$ cat src/rcf_pkg.sv
// Package for the reset cause flag block: register map, field positions and reset values.
package rcf_pkg;

  // ==========================================================================
  // Register map (byte addresses)
  // ==========================================================================
  localparam logic [3:0] RCF_ADDR_STATUS = 4'h0;
  localparam logic [3:0] RCF_ADDR_CTRL = 4'h4;
  localparam logic [3:0] RCF_ADDR_INT_STAT = 4'h8;
  localparam logic [3:0] RCF_ADDR_INT_MASK = 4'hc;

  // ==========================================================================
  // Field positions
  // ==========================================================================
  localparam int RCF_BIT_SOFTWARE = 5;
  localparam int RCF_BIT_INDEP_WDOG = 6;
  localparam int RCF_BIT_WINDOW_WDOG = 7;
  localparam int RCF_BIT_LOW_POWER = 8;
  localparam int RCF_BIT_CLOCK_FAIL = 9;
  localparam int RCF_FLAG_LO = 5;
  localparam int RCF_FLAG_HI = 9;
  localparam int RCF_NUM_FLAGS = 5;
  localparam int RCF_BIT_REMOVE = 0;
  localparam int RCF_BYTE_BITS = 8;

  // ==========================================================================
  // Reset values and bus answers
  // ==========================================================================
  localparam logic [4:0] RCF_FLAGS_RST = 5'h00;
  localparam logic [31:0] RCF_WORD_ZERO = 32'h0000_0000;
  localparam logic [1:0] RCF_RESP_OKAY = 2'h0;
  localparam logic [1:0] RCF_RESP_SLVERR = 2'h2;

  typedef enum logic [1:0] {
    RCF_WR_IDLE = 2'h1,
    RCF_WR_RESP = 2'h2
  } rcf_wr_state_type;

endpackage

$ cat src/rcf_reset_cause_flags.sv
// Reset cause flag register with AXI4-Lite slave and interrupt.
//
// Chosen here: the placing of the registers and register access over AXI4-Lite.
`timescale 1ns/1ps

// ============================================================================
// Reset cause flags
// ============================================================================
// Operation
// - Clock-failure detector reset sets flag bit 9.
// - Low-power entry reset sets flag bit 8.
// - Window watchdog reset sets flag bit 7.
// - Independent watchdog reset sets flag bit 6.
// - Software system reset sets flag bit 5.
// - Flags clear only by the remove-flags write or power-on reset.
// - A flag reads one after its source fired since clear, else zero.
module rcf_reset_cause_flags (
  input wire logic CLK,
  input wire logic RESET_N,
  input wire logic POR_RESET_N,
  input wire logic CLOCK_FAIL_DETECTOR_RESET,
  input wire logic LOW_POWER_RESET,
  input wire logic WINDOW_WATCHDOG_RESET,
  input wire logic INDEPENDENT_WATCHDOG_RESET,
  input wire logic SOFTWARE_RESET,
  input wire logic [3:0] AWADDR,
  input wire logic AWVALID,
  output logic AWREADY,
  input wire logic [31:0] WDATA,
  input wire logic [3:0] WSTRB,
  input wire logic WVALID,
  output logic WREADY,
  output logic [1:0] BRESP,
  output logic BVALID,
  input wire logic BREADY,
  input wire logic [3:0] ARADDR,
  input wire logic ARVALID,
  output logic ARREADY,
  output logic [31:0] RDATA,
  output logic [1:0] RRESP,
  output logic RVALID,
  input wire logic RREADY,
  output logic IRQ
);

  // ==========================================================================
  // Declarations
  // ==========================================================================
  logic [rcf_pkg::RCF_NUM_FLAGS-1:0] src_events;
  logic [rcf_pkg::RCF_NUM_FLAGS-1:0] flags_q;
  logic [rcf_pkg::RCF_NUM_FLAGS-1:0] flags_d;
  logic [rcf_pkg::RCF_NUM_FLAGS-1:0] int_stat_q;
  logic [rcf_pkg::RCF_NUM_FLAGS-1:0] int_stat_d;
  logic [rcf_pkg::RCF_NUM_FLAGS-1:0] int_mask_q;
  logic [rcf_pkg::RCF_NUM_FLAGS-1:0] int_mask_d;
  logic [rcf_pkg::RCF_NUM_FLAGS-1:0] lane_en;
  logic [rcf_pkg::RCF_NUM_FLAGS-1:0] stat_clr;
  logic [3:0] awaddr_q;
  logic aw_have_q;
  logic [31:0] wdata_q;
  logic w_have_q;
  logic [3:0] wstrb_q;
  rcf_pkg::rcf_wr_state_type wr_state_q;
  logic sys_reset_n;
  logic wr_idle;
  logic aw_take;
  logic w_take;
  logic ar_take;
  logic wr_fire;
  logic wr_addr_ok;
  logic remove_strobe;
  logic stat_write;
  logic mask_write;
  logic bvalid_q;
  logic [1:0] bresp_q;
  logic rvalid_q;
  logic [31:0] rdata_q;
  logic [1:0] rresp_q;
  logic [31:0] rd_word;
  logic rd_addr_ok;
  logic irq_q;

  // ==========================================================================
  // Reset domains
  // ==========================================================================
  // Bus and interrupt state fall back on either reset; the cause flags listen
  // to the power-on reset only, so a system reset leaves its own trace behind.
  assign sys_reset_n = RESET_N & POR_RESET_N;

  // ==========================================================================
  // Reset source events
  // ==========================================================================
  // Sources are levels; a source held high simply keeps its flag set.
  assign src_events[rcf_pkg::RCF_BIT_CLOCK_FAIL - rcf_pkg::RCF_FLAG_LO] = CLOCK_FAIL_DETECTOR_RESET;
  assign src_events[rcf_pkg::RCF_BIT_LOW_POWER - rcf_pkg::RCF_FLAG_LO] = LOW_POWER_RESET;
  assign src_events[rcf_pkg::RCF_BIT_WINDOW_WDOG - rcf_pkg::RCF_FLAG_LO] = WINDOW_WATCHDOG_RESET;
  assign src_events[rcf_pkg::RCF_BIT_INDEP_WDOG - rcf_pkg::RCF_FLAG_LO] = INDEPENDENT_WATCHDOG_RESET;
  assign src_events[rcf_pkg::RCF_BIT_SOFTWARE - rcf_pkg::RCF_FLAG_LO] = SOFTWARE_RESET;

  // ==========================================================================
  // Write address and data channels
  // ==========================================================================
  // Address and data are taken in either order and parked until both are
  // present; nothing new is taken while a response is still pending.
  assign wr_idle = (wr_state_q == rcf_pkg::RCF_WR_IDLE);
  assign AWREADY = wr_idle && !aw_have_q;
  assign WREADY = wr_idle && !w_have_q;
  assign aw_take = AWVALID && AWREADY;
  assign w_take = WVALID && WREADY;
  assign wr_fire = sys_reset_n && wr_idle && aw_have_q && w_have_q;

  always_ff @(posedge CLK) begin
    if (!sys_reset_n) begin
      aw_have_q <= 1'b0;
      awaddr_q <= 4'h0;
    end else if (aw_take) begin
      aw_have_q <= 1'b1;
      awaddr_q <= AWADDR;
    end else if (wr_fire) begin
      aw_have_q <= 1'b0;
    end
  end

  always_ff @(posedge CLK) begin
    if (!sys_reset_n) begin
      w_have_q <= 1'b0;
      wdata_q <= rcf_pkg::RCF_WORD_ZERO;
      wstrb_q <= 4'h0;
    end else if (w_take) begin
      w_have_q <= 1'b1;
      wdata_q <= WDATA;
      wstrb_q <= WSTRB;
    end else if (wr_fire) begin
      w_have_q <= 1'b0;
    end
  end

  // ==========================================================================
  // Write sequencing
  // ==========================================================================
  // The write takes effect in the cycle it fires; the response then waits.
  always_ff @(posedge CLK) begin
    if (!sys_reset_n) begin
      wr_state_q <= rcf_pkg::RCF_WR_IDLE;
    end else begin
      case (wr_state_q)
        rcf_pkg::RCF_WR_IDLE: begin
          if (wr_fire) begin
            wr_state_q <= rcf_pkg::RCF_WR_RESP;
          end
        end
        rcf_pkg::RCF_WR_RESP: begin
          if (BREADY) begin
            wr_state_q <= rcf_pkg::RCF_WR_IDLE;
          end
        end
        default: begin
          wr_state_q <= rcf_pkg::RCF_WR_IDLE;
        end
      endcase
    end
  end

  // ==========================================================================
  // Write decode
  // ==========================================================================
  // The status word ignores writes; an unknown address answers with an error.
  always_comb begin
    wr_addr_ok = 1'b1;
    remove_strobe = 1'b0;
    stat_write = 1'b0;
    mask_write = 1'b0;
    if (awaddr_q == rcf_pkg::RCF_ADDR_STATUS) begin
      wr_addr_ok = 1'b1;
    end else if (awaddr_q == rcf_pkg::RCF_ADDR_CTRL) begin
      remove_strobe = wr_fire && wstrb_q[rcf_pkg::RCF_BIT_REMOVE / rcf_pkg::RCF_BYTE_BITS]
        && wdata_q[rcf_pkg::RCF_BIT_REMOVE];
    end else if (awaddr_q == rcf_pkg::RCF_ADDR_INT_STAT) begin
      stat_write = wr_fire;
    end else if (awaddr_q == rcf_pkg::RCF_ADDR_INT_MASK) begin
      mask_write = wr_fire;
    end else begin
      wr_addr_ok = 1'b0;
    end
  end

  // ==========================================================================
  // Write response
  // ==========================================================================
  always_ff @(posedge CLK) begin
    if (!sys_reset_n) begin
      bvalid_q <= 1'b0;
      bresp_q <= rcf_pkg::RCF_RESP_OKAY;
    end else if (wr_fire) begin
      bvalid_q <= 1'b1;
      bresp_q <= wr_addr_ok ? rcf_pkg::RCF_RESP_OKAY : rcf_pkg::RCF_RESP_SLVERR;
    end else if (bvalid_q && BREADY) begin
      bvalid_q <= 1'b0;
    end
  end

  assign BVALID = bvalid_q;
  assign BRESP = bresp_q;

  // ==========================================================================
  // Read channel
  // ==========================================================================
  // One read at a time: the address is refused while read data still stands.
  assign ARREADY = !rvalid_q;
  assign ar_take = ARVALID && ARREADY;

  always_comb begin
    rd_word = rcf_pkg::RCF_WORD_ZERO;
    rd_addr_ok = 1'b1;
    if (ARADDR == rcf_pkg::RCF_ADDR_STATUS) begin
      rd_word[rcf_pkg::RCF_FLAG_HI:rcf_pkg::RCF_FLAG_LO] = flags_q;
    end else if (ARADDR == rcf_pkg::RCF_ADDR_CTRL) begin
      rd_word = rcf_pkg::RCF_WORD_ZERO;
    end else if (ARADDR == rcf_pkg::RCF_ADDR_INT_STAT) begin
      rd_word[rcf_pkg::RCF_FLAG_HI:rcf_pkg::RCF_FLAG_LO] = int_stat_q;
    end else if (ARADDR == rcf_pkg::RCF_ADDR_INT_MASK) begin
      rd_word[rcf_pkg::RCF_FLAG_HI:rcf_pkg::RCF_FLAG_LO] = int_mask_q;
    end else begin
      rd_addr_ok = 1'b0;
    end
  end

  always_ff @(posedge CLK) begin
    if (!sys_reset_n) begin
      rvalid_q <= 1'b0;
      rdata_q <= rcf_pkg::RCF_WORD_ZERO;
      rresp_q <= rcf_pkg::RCF_RESP_OKAY;
    end else if (ar_take) begin
      rvalid_q <= 1'b1;
      rdata_q <= rd_word;
      rresp_q <= rd_addr_ok ? rcf_pkg::RCF_RESP_OKAY : rcf_pkg::RCF_RESP_SLVERR;
    end else if (rvalid_q && RREADY) begin
      rvalid_q <= 1'b0;
    end
  end

  assign RVALID = rvalid_q;
  assign RDATA = rdata_q;
  assign RRESP = rresp_q;

  // ==========================================================================
  // Flag, interrupt status and mask bits
  // ==========================================================================
  // A source event wins over a clear that lands in the same cycle, so no
  // reset cause can slip through unrecorded.
  for (genvar i = 0; i < rcf_pkg::RCF_NUM_FLAGS; i++) begin : g_flag_bit
    localparam int FIELD = rcf_pkg::RCF_FLAG_LO + i;
    assign lane_en[i] = wstrb_q[FIELD / rcf_pkg::RCF_BYTE_BITS];
    assign flags_d[i] = src_events[i] | (flags_q[i] & ~remove_strobe);
    assign stat_clr[i] = stat_write & lane_en[i] & wdata_q[FIELD];
    assign int_stat_d[i] = src_events[i] | (int_stat_q[i] & ~stat_clr[i]);
    assign int_mask_d[i] = (mask_write & lane_en[i]) ? wdata_q[FIELD] : int_mask_q[i];
  end

  always_ff @(posedge CLK) begin
    if (!POR_RESET_N) begin
      flags_q <= rcf_pkg::RCF_FLAGS_RST;
    end else begin
      flags_q <= flags_d;
    end
  end

  always_ff @(posedge CLK) begin
    if (!sys_reset_n) begin
      int_stat_q <= rcf_pkg::RCF_FLAGS_RST;
    end else begin
      int_stat_q <= int_stat_d;
    end
  end

  always_ff @(posedge CLK) begin
    if (!sys_reset_n) begin
      int_mask_q <= ~rcf_pkg::RCF_FLAGS_RST;
    end else begin
      int_mask_q <= int_mask_d;
    end
  end

  // ==========================================================================
  // Interrupt output
  // ==========================================================================
  // All sources come out of reset masked; a mask bit of one blocks its status.
  always_ff @(posedge CLK) begin
    if (!sys_reset_n) begin
      irq_q <= 1'b0;
    end else begin
      irq_q <= |(int_stat_q & ~int_mask_q);
    end
  end

  assign IRQ = irq_q;

  // ==========================================================================
  // Assertions
  // ==========================================================================
  property p_clock_fail_sets;
    @(posedge CLK) disable iff (!POR_RESET_N)
      CLOCK_FAIL_DETECTOR_RESET |=> flags_q[rcf_pkg::RCF_BIT_CLOCK_FAIL - rcf_pkg::RCF_FLAG_LO];
  endproperty
  a_clock_fail_sets: assert property (p_clock_fail_sets)
    else $error("clock fail flag not set after its reset");

  property p_low_power_sets;
    @(posedge CLK) disable iff (!POR_RESET_N)
      LOW_POWER_RESET |=> flags_q[rcf_pkg::RCF_BIT_LOW_POWER - rcf_pkg::RCF_FLAG_LO];
  endproperty
  a_low_power_sets: assert property (p_low_power_sets)
    else $error("low power flag not set after its reset");

  property p_window_wdog_sets;
    @(posedge CLK) disable iff (!POR_RESET_N)
      WINDOW_WATCHDOG_RESET |=> flags_q[rcf_pkg::RCF_BIT_WINDOW_WDOG - rcf_pkg::RCF_FLAG_LO];
  endproperty
  a_window_wdog_sets: assert property (p_window_wdog_sets)
    else $error("window watchdog flag not set after its reset");

  property p_indep_wdog_sets;
    @(posedge CLK) disable iff (!POR_RESET_N)
      INDEPENDENT_WATCHDOG_RESET |=> flags_q[rcf_pkg::RCF_BIT_INDEP_WDOG - rcf_pkg::RCF_FLAG_LO];
  endproperty
  a_indep_wdog_sets: assert property (p_indep_wdog_sets)
    else $error("independent watchdog flag not set after its reset");

  property p_software_sets;
    @(posedge CLK) disable iff (!POR_RESET_N)
      SOFTWARE_RESET |=> flags_q[rcf_pkg::RCF_BIT_SOFTWARE - rcf_pkg::RCF_FLAG_LO];
  endproperty
  a_software_sets: assert property (p_software_sets)
    else $error("software flag not set after its reset");

  property p_flags_clear_only_by_remove;
    @(posedge CLK) disable iff (!POR_RESET_N)
      !remove_strobe |=> ((flags_q & $past(flags_q)) == $past(flags_q));
  endproperty
  a_flags_clear_only_by_remove: assert property (p_flags_clear_only_by_remove)
    else $error("flag cleared without a remove request");

  property p_status_read;
    @(posedge CLK) disable iff (!sys_reset_n)
      (ar_take && (ARADDR == rcf_pkg::RCF_ADDR_STATUS)) |=>
        (RDATA[rcf_pkg::RCF_FLAG_HI:rcf_pkg::RCF_FLAG_LO] == $past(flags_q));
  endproperty
  a_status_read: assert property (p_status_read)
    else $error("status read does not show the flags");

  property p_flags_survive_reset;
    @(posedge CLK) disable iff (!POR_RESET_N)
      !RESET_N |=> (flags_q == ($past(flags_q) | $past(src_events)));
  endproperty
  a_flags_survive_reset: assert property (p_flags_survive_reset)
    else $error("flags disturbed by system reset");
endmodule

$ cat config.mk
export PLATFORM = sky130hd
export DESIGN_NAME = rcf_reset_cause_flags
export DESIGN_NICKNAME = d
export VERILOG_FILES = /design/src/rcf_pkg.sv /design/src/rcf_reset_cause_flags.sv
export SDC_FILE = /design/constraint.sdc
export NUM_CORES = 1
export LEC_CHECK = 0
export BUFFER_PORTS_ARGS = -buffer_cell sky130_fd_sc_hd__buf_2
export CAP_MARGIN = 25
export CORE_MARGIN = 2
export CORE_UTILIZATION = 33
export CTS_CLUSTER_DIAMETER = 150
export CTS_CLUSTER_SIZE = 28
export DETAILED_ROUTE_END_ITERATION = 16
export RECOVER_POWER = 50
export SETUP_SLACK_MARGIN = 0.2
export SLEW_MARGIN = 0
export SYNTH_ARGS = -nofsm -noshare
export SYNTH_HDL_FRONTEND = slang
export SYNTH_SLANG_ARGS = --single-unit
$ cat constraint.sdc
create_clock -name CLK -period 1.7 [get_ports CLK]
set_input_delay 0.255 -clock CLK [delete_from_list [all_inputs] [get_ports CLK]]
set_output_delay 0.255 -clock CLK [all_outputs]
set_load 0.005 [all_outputs]
==> results_dict.tcl <==
set metrics [dict create \
    path_buf_inv 1 \
    synth_top_cells_by_area "dfxtp_1 42%, buf_4 11%, mux2i_1 8.7%" \
    synth_top_cell_area_share_pct 41.7 \
    finalCritPeriodShare_pct 80.8 \
    synth-seq-area-share_pct 41.7 \
    ios 99 \
    most-common-layout-cells "41 x dfxtp_1, 37 x buf_2, 36 x nor2_1" \
    finalSetupViolations 0 \
    die-area_um2 6590 \
    dp_hpwl_um 3020 \
    cp_cell_sequence "nand4bb_1, nor2_1, buf_4, a21oi_1" \
    clock_sinks 41 \
    r2r_start "w_have_q" \
    dp_cells 327 \
    yosysTopAreaCell "dfxtp_1" \
    fmax_ghz 0.728 \
    criticalPathCategory "reg2reg" \
    worst_ep_arrival_time_ps 1560 \
    ys_ff_latch 41 \
    min_path_cells 3 \
    nets 316 \
    die_height_um 81.2 \
    syn_avg_cell_area_um2 9.15 \
    skew_ps 7.48 \
    yosys_warnings 0 \
    design_area_um2 2240 \
    wl_per_cell_um 12.0 \
    p_per_area_nw_per_um2 817 \
    drive_gt1_share_pct 22.7 \
    timing.critical_path.from "w_have_q" \
    cts-htree-levels 2 \
    layout_setup_ws_ps 326 \
    drc 0 \
    reg2regPathDepth 4 \
    vias_per_cell 4.64 \
    drtAntennaViolNets 0 \
    port_buffers 41 \
    ys.flop_type "dfxtp_1" \
    crit_family "simple AND/OR/NAND/NOR gates" \
    row_count 28 \
    synth_cell_types 36 \
    die_w_um 81.2 \
    clk_pin_slew_ps 80 \
    critPathCaptureType "flop" \
    cts-buffers-inserted 5 \
    status "finished, final reports clean" \
    antenna_found_initial 0 \
    coreArea_um2 5850 \
    layoutNonFillerInstCount 335 \
    cp-start-kind "flop" \
    grt_pass1_vias 1409 \
    rsz0062_at_grt "false" \
    drt_iter0_markers 143 \
    start_util_pct 33.6 \
    wl_um 4010 \
    hp-start "WDATA[8]" \
    relSlewSlack_pct 61.5 \
    min_period_ps 1370 \
    clkLatencyLatePin_ps 290 \
    timing.rr.end "flags_q[0]" \
    finalHoldViolations 0 \
    grt_use_total_pct 13.1 \
    async_flop_share_pct 0 \
    grt_overflow 0 \
    holdBufCountCts 0 \
    grt_pass1_wl_um 6580 \
    reg2reg_setup_slack_ps 330 \
    final_util_pct 38.2 \
    cpMaxStageDelayCell "dfxtp_1" \
    syn_area_um2 1970 \
    cts_setup_buffers 0 \
    whs_endpoint "wdata_q[8]" \
    hold_class "in2reg" \
    gp_congestion 0.789 \
    irDropWorstVdd_mv 0.423 \
    slew_violations 0 \
    required_ps 1880 \
    max_stage_delay_ps 420 \
    final_common_cell "dfxtp_1" \
    p_leak_nw 1.01 \
    vias 1553 \
    setup_tns_ps 0 \
    cts_tree "done" \
    cts_max_path_buffers 2 \
    synth_edf_count 0 \
    clockRootBuffer "clkbuf_8" \
    cp_max_fo 5 \
    cap_viol_max_count 0 \
    syn_inst 215 \
    grt_max_degree 14 \
    syn_to_final_growth_pct 13.7 \
    diodes 0 \
    pre_cts_ws_ps 225 \
    ctsResizeCount 0 \
    placed_cell_area_um2 2150 \
    firstDrtPassIters 7 \
    tightest_slew_ps 576 \
]
==> area by class of cell <==
class | instances | area, um^2
clock buffers | 6 | 72.6
clock inverters | 2 | 10.0
fillers | 627 | 3610
inverters | 12 | 45.0
multi-input cells | 154 | 967
flip-flops and latches | 41 | 821
well taps | 75 | 93.8
repair buffers | 45 | 226
==> cells by family (layout without fill, tap and decap cells) <==
kind of cell / after synthesis / count (layout) / share of synthesized area, %
AOI/OAI and AO/OA: 46 / 46 / 14.2
buffers and inverters: 48 / 65 / 15.1
DFF: 41 / 41 / 41.7
muxes: 17 / 17 / 8.65
other: 1 / 29 / 0.191
and+or+nand+nor: 62 / 62 / 20.1
==> state kept, by name (all words and copies together) (netlist names), 2 cells and up <==
signal,count
awaddr_q,4
wstrb_q,2
wdata_q,6
int_stat_q,5
flags_q,5
int_mask_q,5
wr_state_q,2
RDATA,5
==> layer usage <==
metal  routed length, um  global-route usage, %
met1                1910                   17.4
met2                1740                   20.2
met3                 329                   3.89
met4                  36                   4.58
met5                   0                      0
==> worst min-delay path, cell delays in order <==
cell	delay (ps)
buf_2	80
mux2i_1	50
nor2_1	70
==> cells in the mapped netlist (2+ instances only) <==
| cell type | instances |
|---|---|
| dfxtp_1 | 41 |
| nor2_1 | 36 |
| buf_4 | 30 |
| mux2i_1 | 17 |
| o21ai_0 | 16 |
| a21oi_1 | 13 |
| inv_1 | 12 |
| a31oi_1 | 7 |
| a222oi_1 | 6 |
| nand2b_1 | 4 |
| buf_2 | 3 |
| and4bb_2 | 2 |
| clkbuf_1 | 2 |
| nand2_1 | 2 |
| nand3_1 | 2 |
| nor3_2 | 2 |
==> report_power, final <==
| part | total, W | internal, W | switching [W] |
|---|---|---|---|
| Sequential | 0.00102 | 0.000993 | 0.0000243 |
| Combinational | 0.000192 | 0.0000832 | 0.000109 |
| Clock | 0.000618 | 0.000285 | 0.000333 |
| Total | 0.00183 | 0.00136 | 0.000467 |
==> worst max-delay path by stage <==
stage                               end  slack, ps  cells after the start
final                        flags_q[0]        330                      4
after detailed placement  int_stat_q[4]        220                      3
after floorplan           int_stat_q[0]        480                      3
after global routing      int_stat_q[2]        220                      3
after global placement    int_stat_q[3]        260                      3
after CTS                 int_stat_q[4]        220                      3
==> through the flow <==
| stage | total power (W) | hold slack [ps] |
|---|---|---|
| floorplan | 0.00120 | 393 |
| global placement | 0.00123 | 440 |
| detailed placement | 0.00123 | 451 |
| CTS | 0.00185 | 191 |
| global route | 0.00193 | 211 |
| finish | 0.00183 | 194 |
No activity file was read; power rests on OpenSTA's default activity.
